`config.mk`:
```
export PLATFORM = sky130hd
export DESIGN_NAME = sd3_decimator
export DESIGN_NICKNAME = d
export VERILOG_FILES = /design/src/pkg/sd3_pkg.sv /design/src/hw/sd3_cic.sv /design/src/hw/sd3_decimator.sv
export VERILOG_INCLUDE_DIRS = /design/src /design/src/pkg
export SDC_FILE = /design/constraint.sdc
export NUM_CORES = 1
export LEC_CHECK = 0
export BUFFER_PORTS_ARGS = -buffer_cell sky130_fd_sc_hd__clkbuf_2
export CAP_MARGIN = 15
export CELL_PAD_IN_SITES_DETAIL_PLACEMENT = 1
export CELL_PAD_IN_SITES_GLOBAL_PLACEMENT = 1
export CORE_UTILIZATION = 53
export DETAILED_ROUTE_END_ITERATION = 12
export PLACE_DENSITY = 0.95
export SLEW_MARGIN = 10
export SYNTH_ARGS = -nofsm -noshare
export SYNTH_HDL_FRONTEND = slang
export SYNTH_SLANG_ARGS = --single-unit
```
`constraint.sdc`:
```
create_clock -name clk -period 26.2 [get_ports clk]
set_input_delay 2.62 -clock clk [delete_from_list [all_inputs] [get_ports clk]]
set_output_delay 2.62 -clock clk [all_outputs]
set_load 0.01 [all_outputs]
```
`src/pkg/sd3_regs.svh`:
```
`ifndef SD3_REGS_SVH
`define SD3_REGS_SVH

// widths
`define SD3_ACC_W       52
`define SD3_PER_W       17
`define SD3_DLY_W       12

// modulator period in adc clocks
`define SD3_MOD_CLKS    16

// discarded results before settled data
`define SD3_SETTLE_SINC3 2'h2
`define SD3_SETTLE_LL    2'h0

// data rate codes 0..13, period in modulator periods
`define SD3_RATE_MAX    4'hd
`define SD3_PER_0       17'h19000
`define SD3_PER_1       17'h0c800
`define SD3_PER_2       17'h06400
`define SD3_PER_3       17'h03c00
`define SD3_PER_4       17'h03200
`define SD3_PER_5       17'h01400
`define SD3_PER_6       17'h010a8
`define SD3_PER_7       17'h00a00
`define SD3_PER_8       17'h00500
`define SD3_PER_9       17'h00280
`define SD3_PER_10      17'h00140
`define SD3_PER_11      17'h00100
`define SD3_PER_12      17'h00080
`define SD3_PER_13      17'h00040

// overhead in modulator periods, short from this rate code up
`define SD3_OVH_LONG    7'h41
`define SD3_OVH_SHORT   7'h28
`define SD3_OVH_SPLIT   4'hb

// conversion delay codes, code 0 is the reset default
`define SD3_DLY_0       12'h00e
`define SD3_DLY_1       12'h01c
`define SD3_DLY_2       12'h038
`define SD3_DLY_3       12'h070
`define SD3_DLY_4       12'h0e0
`define SD3_DLY_5       12'h1c0
`define SD3_DLY_6       12'h380
`define SD3_DLY_7       12'h700

`endif

```
`src/pkg/sd3_pkg.sv`:
```
`default_nettype none
`include "sd3_regs.svh"
package sd3_pkg;
  typedef enum logic [1:0] {
    SD3_IDLE,
    SD3_DELAY,
    SD3_SAMPLE,
    SD3_FINISH
  } sd3_state_e;
  typedef logic [`SD3_ACC_W-1:0] sd3_acc_t;
  typedef logic [`SD3_PER_W-1:0] sd3_per_t;
endpackage
`default_nettype wire

```
`src/hw/sd3_cic.sv`:
```
`timescale 1ns/1ps
`default_nettype none
`include "sd3_regs.svh"
module sd3_cic import sd3_pkg::*; (
  // clock and reset
  input  wire logic clk,
  input  wire logic rst,
  // control
  input  wire logic clr,
  input  wire logic tick,
  input  wire logic dec,
  input  wire logic mod_bit,
  // result
  output sd3_acc_t  res
);
  localparam sd3_acc_t ONE   = sd3_acc_t'(1);
  localparam sd3_acc_t M_ONE = '1;

  sd3_acc_t integ_q [3];
  sd3_acc_t dly_q   [3];
  sd3_acc_t res_q;
  sd3_acc_t int_in  [4];
  sd3_acc_t cmb_in  [4];

  // bit stream maps to +1 / -1
  assign int_in[0] = mod_bit ? ONE : M_ONE;
  // comb takes the value after this tick's update, so the third output holds only this run's samples
  assign cmb_in[0] = integ_q[2] + integ_q[1];

  genvar i;
  generate
    for (i = 0; i < 3; i++) begin : g_stage
      assign int_in[i+1] = integ_q[i];
      assign cmb_in[i+1] = cmb_in[i] - dly_q[i];
      always_ff @(posedge clk) begin
        if (rst || clr) begin
          integ_q[i] <= '0;
          dly_q[i]   <= '0;
        end else begin
          if (tick)
            integ_q[i] <= integ_q[i] + int_in[i];
          if (dec)
            dly_q[i] <= cmb_in[i];
        end
      end
    end
  endgenerate

  // three integrators and three combs give the cubed sinc response
  always_ff @(posedge clk) begin
    if (rst || clr)
      res_q <= '0;
    else if (dec)
      res_q <= cmb_in[3];
  end

  assign res = res_q;
endmodule
`default_nettype wire

```
`src/hw/sd3_decimator.sv`:
```
// Function
// cubed sinc filter decimates modulator stream
// 2.5, 5, 10 SPS reject 50 and 60 Hz
// 16.6/50 reject 50 Hz, 20/60 reject 60 Hz
// notches sit at multiples of data rate
// bandwidth about 0.26 times data rate
// all rates scale with adc clock
// first two results discarded, third output
// first data counts per rate, delay excluded
// continuous data each one nominal period
// start on pin rise or command
// modulator period is sixteen clocks
// programmable delay before sampling, default fourteen
// no delay for later continuous readings
// overhead compensation before output word
// delay, sampling, overhead in that order
// suppressed results skip overhead, never readable
// same sequencing for both filter types
// filter type zero selects cubed sinc
// wide counter, restart clears settle count
`timescale 1ns/1ps
`default_nettype none
`include "sd3_regs.svh"
module sd3_decimator import sd3_pkg::*; #(
  parameter int unsigned SIM_SHIFT = 0
) (
  // clock and reset
  input  wire logic       clk,
  input  wire logic       rst,
  // conversion triggers
  input  wire logic       start_pin,
  input  wire logic       start_cmd,
  // configuration
  input  wire logic       conv_single,
  input  wire logic       filter_type,
  input  wire logic [3:0] data_rate,
  input  wire logic [2:0] delay_sel,
  input  wire sd3_acc_t   offset_cal,
  // modulator stream
  input  wire logic       mod_bit,
  // results
  output logic            busy,
  output logic            data_ready,
  output sd3_acc_t        result
);
  localparam logic [3:0] MOD_LAST = 4'(`SD3_MOD_CLKS - 1);

  // notches follow the period because oversampling_ratio equals it
  localparam sd3_per_t PER_TAB [14] = '{
    `SD3_PER_0, `SD3_PER_1, `SD3_PER_2, `SD3_PER_3,
    `SD3_PER_4, `SD3_PER_5, `SD3_PER_6, `SD3_PER_7,
    `SD3_PER_8, `SD3_PER_9, `SD3_PER_10, `SD3_PER_11,
    `SD3_PER_12, `SD3_PER_13
  };
  localparam logic [`SD3_DLY_W-1:0] DLY_TAB [8] = '{
    `SD3_DLY_0, `SD3_DLY_1, `SD3_DLY_2, `SD3_DLY_3,
    `SD3_DLY_4, `SD3_DLY_5, `SD3_DLY_6, `SD3_DLY_7
  };

  // start pin synchroniser and filtered level
  logic [2:0]             pin_s_q;
  logic                   pin_lvl_q;
  // captured configuration
  logic [3:0]             rate_q;
  logic [2:0]             dsel_q;
  logic                   filt_q;
  logic                   single_q;
  // sequencer
  sd3_state_e             state_q;
  sd3_state_e             state_d;
  logic [3:0]             pre_q;
  sd3_per_t               cnt_q;
  logic [1:0]             settle_q;
  logic                   ovh_on_q;
  logic [6:0]             ovh_cnt_q;
  // outputs
  logic                   drdy_q;
  sd3_acc_t               result_q;
  sd3_acc_t               cic_res;

  wire                    pin_agree;
  wire                    pin_rise;
  wire                    start_ev;
  wire                    tick;
  wire [3:0]              rate_c;
  wire sd3_per_t          per_raw;
  wire sd3_per_t          per_sh;
  wire sd3_per_t          per_eff;
  wire sd3_per_t          per_last;
  wire [`SD3_DLY_W-1:0]   dly_raw;
  wire [`SD3_DLY_W-1:0]   dly_sh;
  wire [`SD3_DLY_W-1:0]   dly_eff;
  wire sd3_per_t          dly_last;
  wire [6:0]              ovh_len;
  wire [6:0]              ovh_last;
  wire [1:0]              need;
  wire                    settled;
  wire                    dly_done;
  wire                    dec;
  wire                    arm;
  wire                    publish;

  // a pin change counts once the second and third stages agree
  assign pin_agree = pin_s_q[1] == pin_s_q[2];
  assign pin_rise  = pin_agree && pin_s_q[2] && !pin_lvl_q;
  assign start_ev  = pin_rise || start_cmd;

  always_ff @(posedge clk) begin
    if (rst) begin
      pin_s_q   <= 3'h0;
      pin_lvl_q <= 1'b0;
    end else begin
      pin_s_q <= {pin_s_q[1:0], start_pin};
      if (pin_agree)
        pin_lvl_q <= pin_s_q[2];
    end
  end

  // codes past the table fall back to the fastest rate
  assign rate_c   = (data_rate > `SD3_RATE_MAX) ? `SD3_RATE_MAX : data_rate;
  assign per_raw  = PER_TAB[rate_q];
  assign per_sh   = per_raw >> SIM_SHIFT;
  assign per_eff  = (per_sh == '0) ? sd3_per_t'(1) : per_sh;
  assign per_last = per_eff - sd3_per_t'(1);
  assign dly_raw  = DLY_TAB[dsel_q];
  assign dly_sh   = dly_raw >> SIM_SHIFT;
  assign dly_eff  = (dly_sh == '0) ? 12'h1 : dly_sh;
  assign dly_last = sd3_per_t'(dly_eff) - sd3_per_t'(1);
  assign ovh_len  = (rate_q >= `SD3_OVH_SPLIT) ? `SD3_OVH_SHORT : `SD3_OVH_LONG;
  assign ovh_last = ovh_len - 7'h1;

  // the low-latency path settles each period, sinc3 after two discards
  assign need    = filt_q ? `SD3_SETTLE_LL : `SD3_SETTLE_SINC3;
  assign settled = settle_q >= need;

  assign tick     = pre_q == MOD_LAST;
  assign dly_done = (state_q == SD3_DELAY) && tick && (cnt_q == dly_last);
  assign dec      = (state_q == SD3_SAMPLE) && tick && (cnt_q == per_last);
  assign arm      = dec && settled;
  assign publish  = ovh_on_q && tick && (ovh_cnt_q == ovh_last);

  always_ff @(posedge clk) begin
    if (rst) begin
      rate_q   <= 4'h0;
      dsel_q   <= 3'h0;
      filt_q   <= 1'b0;
      single_q <= 1'b0;
    end else if (start_ev) begin
      // held for the whole conversion so a mid-run write cannot skew it
      rate_q   <= rate_c;
      dsel_q   <= delay_sel;
      filt_q   <= filter_type;
      single_q <= conv_single;
    end
  end

  always_comb begin
    state_d = state_q;
    case (state_q)
      SD3_IDLE: begin
        state_d = SD3_IDLE;
      end
      SD3_DELAY: begin
        if (dly_done)
          state_d = SD3_SAMPLE;
      end
      SD3_SAMPLE: begin
        // continuous mode stays here, later readings see no delay
        if (arm && single_q)
          state_d = SD3_FINISH;
      end
      SD3_FINISH: begin
        if (publish)
          state_d = SD3_IDLE;
      end
      default: begin
        state_d = SD3_IDLE;
      end
    endcase
    if (start_ev)
      state_d = SD3_DELAY;
  end

  always_ff @(posedge clk) begin
    if (rst)
      state_q <= SD3_IDLE;
    else
      state_q <= state_d;
  end

  // modulator period prescaler, realigned to each start
  always_ff @(posedge clk) begin
    if (rst || start_ev)
      pre_q <= 4'h0;
    else
      pre_q <= pre_q + 4'h1;
  end

  // one counter for delay and sampling; 17 bits hold the longest period
  always_ff @(posedge clk) begin
    if (rst || start_ev || dly_done || dec)
      cnt_q <= '0;
    else if (tick)
      cnt_q <= cnt_q + sd3_per_t'(1);
  end

  always_ff @(posedge clk) begin
    if (rst || start_ev)
      settle_q <= 2'h0;
    else if (dec && !settled)
      settle_q <= settle_q + 2'h1;
  end

  // overhead runs beside sampling; it is shorter than any period
  always_ff @(posedge clk) begin
    if (rst || start_ev) begin
      ovh_on_q  <= 1'b0;
      ovh_cnt_q <= 7'h0;
    end else if (arm) begin
      ovh_on_q  <= 1'b1;
      ovh_cnt_q <= 7'h0;
    end else if (publish) begin
      ovh_on_q  <= 1'b0;
    end else if (tick && ovh_on_q) begin
      ovh_cnt_q <= ovh_cnt_q + 7'h1;
    end
  end

  // only compensated settled words ever reach the result register
  always_ff @(posedge clk) begin
    if (rst) begin
      drdy_q   <= 1'b0;
      result_q <= '0;
    end else begin
      drdy_q <= publish;
      if (publish)
        result_q <= cic_res - offset_cal;
    end
  end

  sd3_cic u_cic (
    .clk     (clk),
    .rst     (rst),
    .clr     (start_ev),
    .tick    (tick && (state_q == SD3_SAMPLE)),
    .dec     (dec),
    .mod_bit (mod_bit),
    .res     (cic_res)
  );

  assign busy       = state_q != SD3_IDLE;
  assign data_ready = drdy_q;
  assign result     = result_q;

  // checking helpers
  logic [23:0] run_q;
  logic        first_q;
  logic [21:0] gap_q;
  logic        seen_q;
  wire  [19:0] exp_ticks;
  wire  [23:0] exp_first;

  assign exp_ticks = 20'(dly_eff) + 20'(per_eff) * (20'(need) + 20'h1) + 20'(ovh_len);
  assign exp_first = {exp_ticks, 4'h0};

  always_ff @(posedge clk) begin
    if (rst) begin
      run_q   <= 24'h0;
      first_q <= 1'b0;
      gap_q   <= 22'h0;
      seen_q  <= 1'b0;
    end else begin
      run_q <= start_ev ? 24'h0 : run_q + 24'h1;
      if (start_ev)
        first_q <= 1'b1;
      else if (drdy_q)
        first_q <= 1'b0;
      gap_q <= (start_ev || dec) ? 22'h0 : gap_q + 22'h1;
      if (start_ev)
        seen_q <= 1'b0;
      else if (dec)
        seen_q <= 1'b1;
    end
  end
endmodule
`default_nettype wire

```
After elaboration in Yosys (flattened, before gate mapping)
Memories as Yosys holds them, arrays and structs flattened. Cells that the tools add are included.

Add/sub/neg operators: 14. Order comparisons: 5. Equality and inequality tests: 14. Muxes and demuxes: 31. Bitwise gates (word level): 9. Reductions and logical operators: 27.

Operator list (number): $mux 52 (7); $sub 52x52->52 (4); $add 52x52->52 (3); $mux 17 (3); $mux 12 (3); $eq 17x17->1 (2); $add 17x1->17 const B (1); $logic_not 17->1 (1); $sub 17x1->17 const B (1); $sub 12x1->13 const B (1); $logic_not 12->1 (1); $logic_and 1x1->1 (11); $mux 1 (11); $ge 4x4->1 const B (2); $mux 2 (4); $pmux 2 s4 (1); $add 7x1->7 const B (1); $eq 7x7->1 (1); $mux 7 (1); $sub 7x1->7 const B (1); $ne 3x2->1 const B (2); $or 1x1->1 (6); $reduce_and 3->1 (2); $ge 5x5->1 const B (1); 21 further kinds (29).

Bits in registers: 151. Memory bits (writable): 312. ROM bits: 368. Word-level logic and storage cells: 120. Memories: 4.

Memory list: (name not given) (words 16, width 17, rd ports 1, clocked after Yosys merged registers in 0, wr ports 0, RTL line sd3_decimator.sv:121) `assign per_raw = PER_TAB[rate_q];`; u_cic.dly_q (words 3, width 52, rd ports 3, clocked after Yosys merged registers in 0, wr ports 3, RTL line sd3_cic.sv:20) `sd3_acc_t dly_q [3];`; u_cic.integ_q (words 3, width 52, rd ports 3, clocked after Yosys merged registers in 0, wr ports 3, RTL line sd3_cic.sv:19) `sd3_acc_t integ_q [3];`; (name not given) (words 8, width 12, rd ports 1, clocked after Yosys merged registers in 0, wr ports 0, RTL line sd3_decimator.sv:125) `assign dly_raw = DLY_TAB[dsel_q];`.

Longest topological paths before layout
Gate-level depths: netlist of run 1.

Depth in word-level cells: 14. Gate-level depth with buffers: 47.

Cells and area by module
From an unflattened synthesis of run 1, not the netlist that was laid out.

Cells, all modules: 4353. Area total of the unflattened synthesis: 37156.9 µm².

By module, submodules not included: sd3_cic (instances 1, cells each 3291, area an instance 29256.8 µm²); sd3_decimator (instances 1, cells each 1062, area an instance 7900.1 µm²).

Least setup slack after synthesis of run 1
No wires, ideal clock.

Path type: reg-to-reg. From: memory u_cic.integ_q[1][0] in the netlist's numbering. To: register u_cic.res_q[48], in the netlist u_cic.res[48]. Library setup time: 70 ps. Data arrival time: 8576 ps. Setup slack: 17553 ps. Stages on the path, launching flop included: 48. Buffers on the path: 1. Cell sequence: edfxtp_1 > ha_1 > fa_1 > a21o_2 > a21oi_1 > o21bai_1 > a21oi_1 > o21bai_1 > a21o_1 > a21o_1 > a21oi_1 > xor2_1 > inv_1 > ha_1 > a21o_1 > a21oi_1 > o21ai_0 > a41o_1 > (+12 left out) > nand3_2 > a32oi_1 > o21ai_0 > a21oi_1 > xnor2_1 > ha_1 > a21o_1 > and2_1 > o21ai_0 > nand2b_1 > a21o_1 > a21o_1 > a21o_1 > a21o_1 > a41oi_1 > xnor2_1 > nand2_1 > a21oi_1.

RTL lines: start: declaration (RTL line sd3_cic.sv:19); end signal: assignment (RTL line sd3_cic.sv:54) `res_q <= cmb_in[3];`; end: declaration (RTL line sd3_cic.sv:21) `sd3_acc_t res_q;`.

==> results.py, run 1 <==
metrics = {
    "die": {
        "num_rows": 95,
        "floorplan.initialDensity_pct": 54.0,
        "standard_cell_core_area_sq_um": 67600,
        "dieHeight_microns": 264,
        "die_width_microns": 264,
        "die_area_sq_um": 69900,
        "io-pin-count": 120,
    },
    "pwr": {
        "net-switching-power_mw": 1.33,
        "sw_frac_of_total_pct": 41.4,
        "intPower_mw": 1.88,
        "vdd_ir_drop_max_mv": 0.0642,
        "pwr-share-comb_pct": 50.1,
        "power.leakage_nw": 17.7,
        "power.sequential.fraction_pct": 25.4,
        "cellPowerDensity_nw_per_um2": 80.9,
        "share_clk_of_total_power_pct": 24.5,
    },
    "critical_path": {
        "required_ps": 26760,
        "number_of_cells_on_the_worst_reg_to_reg_path": 44,
        "timing.critical_path.from": "u_cic.integ_q[1][0]$_SDFFCE_PN0P_",
        "critical_path_arrival_ps": 12000,
        "crit_path_end_kind": "register",
        "worstSetupPathType": "register to register",
        "r2r-start": "u_cic.integ_q[1][0]$_SDFFCE_PN0P_",
        "cp-endpoint": "u_cic.res[51]$_SDFFE_PP0P_",
        "crit_path_frequent_cell": "a21oi_1",
        "start_kind": "register",
        "regToRegEndpoint": "u_cic.res[51]$_SDFFE_PP0P_",
        "reg2reg_setup_slack_ps": 14760,
        "crit_slowest_cell": "a2111oi_0",
        "critPathMaxStageDelay_ps": 790,
        "cp_max_fo": 7,
    },
    "clock_tree": {
        "cts-buffers-inserted": 55,
        "ctsHoldBuffers": 0,
        "numClockSinks": 463,
        "worstSkewPairLatency_ps": 650,
        "htree_num_levels": 2,
        "clk_pin_slew_worst_paths_ps": 60,
        "clk_root_buffer_cell": "clkbuf_16",
        "clockBufferDepth": 3,
        "cts_tree": "done",
        "post_cts.repair.setup_buffers": 0,
        "ctsResizeCount": 0,
    },
    "finish": {
        "areaGrowthSynthToFinish_pct": 8.59,
        "antenna_cells": 0,
        "post_route_cells_drive_above_1_share_pct": 6.69,
        "final_net_count": 4740,
        "final_cell_area_sq_um": 39600,
    },
    "global_routing": {
        "globalRoute.busiestLayer": "met2",
        "first_global_vias": 34600,
        "antenna_found_initial": 0,
        "grtUsageMet3_pct": 3.73,
        "grt_first_pass_wirelength_mm": 183,
        "groute.usage.overall_pct": 31.8,
        "grt_util_met1_pct": 37.5,
        "grt_max_degree": 93,
        "grt-ovfl-total": 0,
        "use_met2_pct": 58.0,
    },
    "logic_synthesis": {
        "synth.yosys.seq_area_share_pct": 33.9,
        "netlist_top_cells_count": "420 x a21oi_1, 399 x nor2_1, 371 x ha_1",
        "synth_cells": 4232,
        "synth-edff-count": 312,
        "number_of_nets_in_the_synthesized_netlist": 4676,
        "yosysUniqueCellTypes": 99,
        "synth.yosys.warnings": 0,
        "register_bit_count_reported_by_yosys": 463,
        "synth-async-reset-ratio_pct": 0,
        "synth_top_cells_by_area": "edfxtp_1 26%, ha_1 13%, dfxtp_1 8.3%",
        "netlist.top_cell.by_area": "edfxtp_1",
        "yosys.cell_count.top_type": "a21oi_1",
        "synthesis.area_sq_um": 36500,
        "avgSynthCellArea_sq_um": 8.63,
        "synth_largest_type_area_fraction_pct": 25.7,
        "main_synth_ff_type": "edfxtp_1",
    },
    "detailed_routing": {
        "final_antenna_net_count": 0,
        "drc_markers": 0,
        "post_drt_via_cell_ratio": 6.31,
        "postRouteWirelength_mm": 114,
        "route.detailed.wl_per_inst_microns": 21.8,
        "dr.pass1.iters": 5,
        "drt_first_iter_violations": 2619,
        "route.vias.total": 32900,
    },
    "place": {
        "gp_congestion": 0.905,
        "numPortBuffers": 119,
        "postPlaceCellArea_sq_um": 37900,
        "dp.final_hpwl_mm": 79.6,
        "worst_slack_at_placement_ps": 15810,
    },
    "sta": {
        "timing.final.setup_violations": 0,
        "timing.final.crit_period_ps": 11440,
        "max-slew-margin-rel_pct": 11.0,
        "final_hold_viol_count": 0,
        "final_critical_path_setup_slack_ps": 14760,
        "setup-tns-final_ps": 0,
        "grt_setup_unrepaired": "false",
        "fmaxAchievable_mhz": 87.4,
        "min_period_over_period_pct": 43.7,
        "actual_slew_at_the_worst_max_slew_pin_ps": 1300,
        "final_report_max_slew_violation_count": 0,
        "finalClockSkew_ps": 35.8,
    },
    "worst_hold_path": {
        "worstHoldStart": "ovh_on_q$_SDFFE_PP0P_",
        "timing.hold.worst.class": "register to register",
    },
    "run_status": {
        "outcome": "completed",
    },
    "job": {
        "cap_viol_max_count": 0,
    },
}
-- placed cells by master (no fill, tap or decap), types with 49 or more instances in the layout --
master	instances
clkbuf_2	119
and3_1	93
a21o_1	225
a31oi_1	50
xor2_1	129
nor2b_1	49
o21ai_0	181
o21bai_1	50
nor2_1	397
nand4_1	52
clkbuf_16	57
edfxtp_1	312
dfxtp_1	151
inv_1	355
nor3_1	53
nand2_1	349
xnor2_1	214
ha_1	371
and2_1	80
a21oi_1	420
nand3_1	81
-- cell families (layout without fill, tap and decap cells) --
| family | count (synthesis) | in the layout | synth area share, % |
|---|---|---|---|
| AND/OR/NAND/NOR | 1316 | 1316 | 17.3 |
| AO/OA/AOI/OAI | 1227 | 1227 | 21.7 |
| buffers and inverters | 485 | 589 | 5.08 |
| flip-flops | 463 | 463 | 33.9 |
| adder cells (fa/ha/maj) | 378 | 378 | 13.1 |
| XOR/XNOR | 345 | 345 | 8.34 |
| multiplexers | 18 | 18 | 0.507 |
-- worst min path at each step --
stage / endpoint / depth (start not counted) / slack, ps
6_report: ovh_on_q$_SDFFE_PP0P_ / 2 / 450
3_3_place_gp: pre_q[0]$_SDFF_PP0_ / 1 / 430
5_1_grt: ovh_on_q$_SDFFE_PP0P_ / 2 / 470
2_1_floorplan: pin_s_q[1]$_SDFF_PP0_ / 1 / 410
3_5_place_dp: pre_q[0]$_SDFF_PP0_ / 1 / 440
4_1_cts: result[44]$_SDFFE_PP0P_ / 2 / 450
-- sequential cells by signal, summed over array words and instances, names as in the netlist --
signal,count
filt_q,1
ovh_cnt_q,7
u_cic.dly_q,156
pin_s_q,3
state_q,2
ovh_on_q,1
rate_q,4
data_ready,1
dsel_q,3
cnt_q,17
u_cic.res,52
pin_lvl_q,1
u_cic.integ_q,156
result,52
pre_q,4
settle_q,2
single_q,1
-- power by group through the flow --
stage | clock (mW) | sequential [mW] | combinational (mW)
after global routing | 0.811 | 0.817 | 1.74
after floorplan | 0 | 0.825 | 1.17
after global placement | 0 | 0.827 | 1.43
final | 0.784 | 0.815 | 1.61
after detailed placement | 0 | 0.830 | 1.52
after CTS | 0.788 | 0.815 | 1.57
-- per-layer routing --
layer	vias to the layer above	part of all wire, %
li1	15300	-
met5	-	0
met1	16000	41
met4	0	4.2
met2	1178	50
met3	386	4.7
-- cell type report --
class	instances	area (sq um)
fill	7923	28000
multi-input combinational	3284	22300
sequential	463	12400
clock buffer	79	1590
inverter	356	1340
tap	873	1090
timing repair buffer	136	723
clock inverter	18	191
-- worst max-delay path: cells and delay by family (launching register included) --
kind                       cells  cell delay, ps
DFF                            1             400
adders and majority gates      5            1780
and+or+nand+nor                6             960
AOI/OAI and AO/OA             28            7000
xor gates and xnor gates       4            1110
buffers and inverters          1              90
-- per-stage QoR --
step,std cells,total power [mW],hold WS [ps],utilization [%]
3_5_place_dp,5112,2.35,439,56.0
6_report,5209,3.21,448,58.6
5_1_grt,5209,3.36,471,58.6
2_1_floorplan,4232,1.99,414,-
4_1_cts,5209,3.17,452,58.6
3_3_place_gp,5112,2.25,430,56.0
No activity file was read; power rests on OpenSTA's default activity.
==> run 2: changes to the inputs <==
--- a/config.mk
+++ b/config.mk
@@ -6,13 +6,14 @@
 export SDC_FILE = /design/constraint.sdc
 export NUM_CORES = 1
 export LEC_CHECK = 0
+export ABC_AREA = 1
 export BUFFER_PORTS_ARGS = -buffer_cell sky130_fd_sc_hd__clkbuf_2
 export CAP_MARGIN = 15
 export CELL_PAD_IN_SITES_DETAIL_PLACEMENT = 1
 export CELL_PAD_IN_SITES_GLOBAL_PLACEMENT = 1
-export CORE_UTILIZATION = 53
+export CORE_UTILIZATION = 43
 export DETAILED_ROUTE_END_ITERATION = 12
-export PLACE_DENSITY = 0.95
+export PLACE_DENSITY = 0.9
 export SLEW_MARGIN = 10
 export SYNTH_ARGS = -nofsm -noshare
 export SYNTH_HDL_FRONTEND = slang
==> constraint.sdc (replaced) <==
create_clock -name clk -period 9.7 [get_ports clk]
set_input_delay 0.97 -clock clk [delete_from_list [all_inputs] [get_ports clk]]
set_output_delay 0.97 -clock clk [all_outputs]
set_load 0.01 [all_outputs]
==> run 2 against run 1 <==
Compared with the run above: total power grew to 2.8 times the previous value; global-route usage shrank 5.9 points; sequential share of layout area shrank 2.3 points; critical endpoint is now u_cic.res[50]$_SDFFE_PP0P_; worst hold slack lost 33 ps; clock skew shrank 5.3 ps; non-clock buffer count shrank 4; flip-flop and latch count is the same; critical path type unchanged; synthesized cell count grew 28%; design area grew 7.9%; area after synthesis grew 7.1%; cell count grew 30%.
==> results.py, run 2 <==
metrics = {
    "critical_path": {
        "critical_path_arrival_ps": 9400,
        "crit_path_frequent_cell": "nand2_1",
        "timing.critical_path.from": "u_cic.integ_q[1][0]$_SDFFCE_PN0P_",
        "r2r-start": "u_cic.integ_q[1][0]$_SDFFCE_PN0P_",
        "critPathMaxStageDelay_ps": 470,
        "required_ps": 10280,
        "start_kind": "register",
        "regToRegEndpoint": "u_cic.res[50]$_SDFFE_PP0P_",
        "cp_max_fo": 6,
        "crit_path_end_kind": "register",
        "critical_path_s_top_delay_family": "compound AO/OA/AOI/OAI gates",
        "crit_slowest_cell": "o21ai_0",
        "critical_path_buf_inv_count": 5,
        "worstSetupPathType": "register to register",
        "timing.critical_path.depth": 44,
        "reg2reg_setup_slack_ps": 880,
        "number_of_cells_on_the_worst_reg_to_reg_path": 44,
        "cp-endpoint": "u_cic.res[50]$_SDFFE_PP0P_",
    },
    "sta": {
        "finalClockSkew_ps": 30.5,
        "actual_slew_at_the_worst_max_slew_pin_ps": 1050,
        "setup-tns-final_ps": 0,
        "final_report_max_slew_violation_count": 0,
        "min_period_over_period_pct": 90.9,
        "max-slew-margin-rel_pct": 29.7,
        "timing.final.crit_period_ps": 8820,
        "fmaxAchievable_mhz": 113,
        "timing.final.setup_violations": 0,
        "grt_setup_unrepaired": "false",
        "final_hold_viol_count": 0,
    },
    "logic_synthesis": {
        "synthesis.area_sq_um": 39100,
        "synth.yosys.warnings": 0,
        "main_synth_ff_type": "edfxtp_1",
        "netlist.top_cell.by_area": "edfxtp_1",
        "number_of_nets_in_the_synthesized_netlist": 5865,
        "avgSynthCellArea_sq_um": 7.21,
        "synth-async-reset-ratio_pct": 0,
        "register_bit_count_reported_by_yosys": 463,
        "synth-edff-count": 312,
        "synth_cells": 5421,
        "yosysUniqueCellTypes": 59,
        "synth_largest_type_area_fraction_pct": 24.0,
        "synth_top_cells_by_area": "edfxtp_1 24%, ha_1 12%, inv_1 9.2%",
        "synth.yosys.seq_area_share_pct": 31.7,
        "netlist_top_cells_count": "954 x inv_1, 875 x nand2_1, 659 x nor2_1",
        "yosys.cell_count.top_type": "inv_1",
    },
    "clock_tree": {
        "ctsHoldBuffers": 0,
        "worstSkewPairLatency_ps": 650,
        "clk_root_buffer_cell": "clkbuf_16",
        "clk_pin_slew_worst_paths_ps": 60,
        "numClockSinks": 463,
        "htree_num_levels": 2,
        "ctsResizeCount": 0,
        "post_cts.repair.setup_buffers": 0,
        "cts_tree": "done",
        "cts-buffers-inserted": 57,
        "clockBufferDepth": 3,
    },
    "finish": {
        "final_core_util_pct": 47.5,
        "final_cell_area_sq_um": 42800,
        "post_route_cells_drive_above_1_share_pct": 6.08,
        "stdcell_count": 6766,
        "biggestRegsByFlops": "u_cic.dly_q (156), u_cic.integ_q (156)",
        "antenna_cells": 0,
        "most-common-layout-cells": "951 x inv_1, 874 x nand2_1, 657 x nor2_1, 584 x a21oi_1, 379 x o21ai_0",
        "areaGrowthSynthToFinish_pct": 9.46,
        "final_net_count": 5986,
        "layout.filler_cells": 11700,
        "layout.cells.most_common": "inv_1",
    },
    "die": {
        "io-pin-count": 120,
        "num_rows": 110,
        "floorplan.initialDensity_pct": 43.4,
        "standard_cell_core_area_sq_um": 90000,
        "dieHeight_microns": 304,
        "die_area_sq_um": 92100,
        "die_width_microns": 304,
    },
    "detailed_routing": {
        "route.detailed.wl_per_inst_microns": 17.7,
        "post_drt_via_cell_ratio": 5.48,
        "dr.pass1.iters": 5,
        "postRouteWirelength_mm": 120,
        "drc_markers": 0,
        "final_antenna_net_count": 0,
        "drt_first_iter_violations": 1863,
        "route.vias.total": 37100,
    },
    "place": {
        "placed_cells": 6659,
        "gp_congestion": 0.966,
        "dp.final_hpwl_mm": 95.9,
        "numPortBuffers": 119,
        "postPlaceCellArea_sq_um": 40900,
    },
    "pwr": {
        "cellPowerDensity_nw_per_um2": 212,
        "design_power_total_mw": 9.09,
        "vdd_ir_drop_max_mv": 0.203,
        "power.leakage_nw": 20.2,
    },
    "run_status": {
        "outcome": "completed",
    },
    "global_routing": {
        "antenna_found_initial": 0,
        "grt_max_degree": 101,
        "grt_first_pass_wirelength_mm": 194,
        "groute.usage.overall_pct": 25.8,
        "first_global_vias": 39000,
        "grt-ovfl-total": 0,
    },
    "worst_hold_path": {
        "timing.hold.worst.class": "register to register",
    },
    "job": {
        "cap_viol_max_count": 0,
    },
}
## run 2: cell count changes in the layout (fill, tap and decap cells not counted), moves of 128 or more
cell / delta
xnor2_1: -128
o21ai_0: +198
nand2_1: +525
a21o_1: -171
nor2_1: +260
a21oi_1: +164
inv_1: +596
## run 2: cell families after synthesis
| family | Yosys count | share of synthesized area [%] |
|---|---|---|
| buffers and inverters | 1034 | 10.2 |
| DFF | 463 | 31.7 |
| adders and majority gates | 378 | 12.2 |
| AOI/OAI and AO/OA | 1338 | 19.3 |
| and+or+nand+nor | 1972 | 21.2 |
| xor gates and xnor gates | 236 | 5.29 |
## run 2: worst register-to-register path: cells and delay by family, from the launching register on
| kind | cells | cell delay [ps] |
|---|---|---|
| XOR/XNOR | 3 | 650 |
| AO/OA/AOI/OAI | 15 | 3390 |
| flip-flops | 1 | 410 |
| buffers and inverters | 5 | 380 |
| adder cells (fa/ha/maj) | 5 | 1760 |
| AND/OR/NAND/NOR | 16 | 2170 |
## run 2: how the worst min path moves through the flow
| stage | from | to | slack [ps] | cells after the start |
|---|---|---|---|---|
| after floorplan | pin_s_q[0]$_SDFF_PP0_ | pin_s_q[1]$_SDFF_PP0_ | 390 | 2 |
| after global placement | pin_s_q[0]$_SDFF_PP0_ | pin_s_q[1]$_SDFF_PP0_ | 400 | 2 |
| after detailed placement | pin_s_q[0]$_SDFF_PP0_ | pin_s_q[1]$_SDFF_PP0_ | 410 | 2 |
| after CTS | pin_s_q[0]$_SDFF_PP0_ | pin_s_q[1]$_SDFF_PP0_ | 420 | 2 |
| after global routing | pin_s_q[0]$_SDFF_PP0_ | pin_s_q[1]$_SDFF_PP0_ | 470 | 2 |
| final | pin_s_q[0]$_SDFF_PP0_ | pin_s_q[1]$_SDFF_PP0_ | 420 | 2 |
## run 2: final cells by class
class                   instances  area (sq um)  area share, %
clock buffers                  67          1540           3.59
clock inverters                40           324          0.757
inverters                     964          3630           8.49
multi-input cells            3924         22700           53.1
flip-flops and latches        463         12400           29.0
well taps                    1176          1470           3.44
repair buffers                132           693           1.62
## run 2: report_power, final
group	switching [mW]	leakage [nW]	internal (mW)
registers	0.0365	4.70	2.16
logic	3.12	14.6	1.60
clock network	0.933	0.913	1.24
total	4.09	20.2	5.00
## run 2: metrics by stage
step           hold WS [ps]  worst slack, ps
2_1_floorplan           388             2520
3_3_place_gp            401              985
3_5_place_dp            409              774
4_1_cts                 418              759
5_1_grt                 466             48.3
6_report                415              878
## run 2: per-layer routing
| layer | global-route usage, % | part of all wire (%) | up-vias | routed length, microns |
|---|---|---|---|---|
| li1 | - | - | 18400 | - |
| met1 | 30.6 | 43 | 17700 | 51400 |
| met2 | 47.2 | 50 | 676 | 59600 |
| met3 | 2.34 | 3.1 | 305 | 3690 |
| met4 | 11.5 | 4.4 | 0 | 5330 |
| met5 | 0 | 0 | - | 0 |
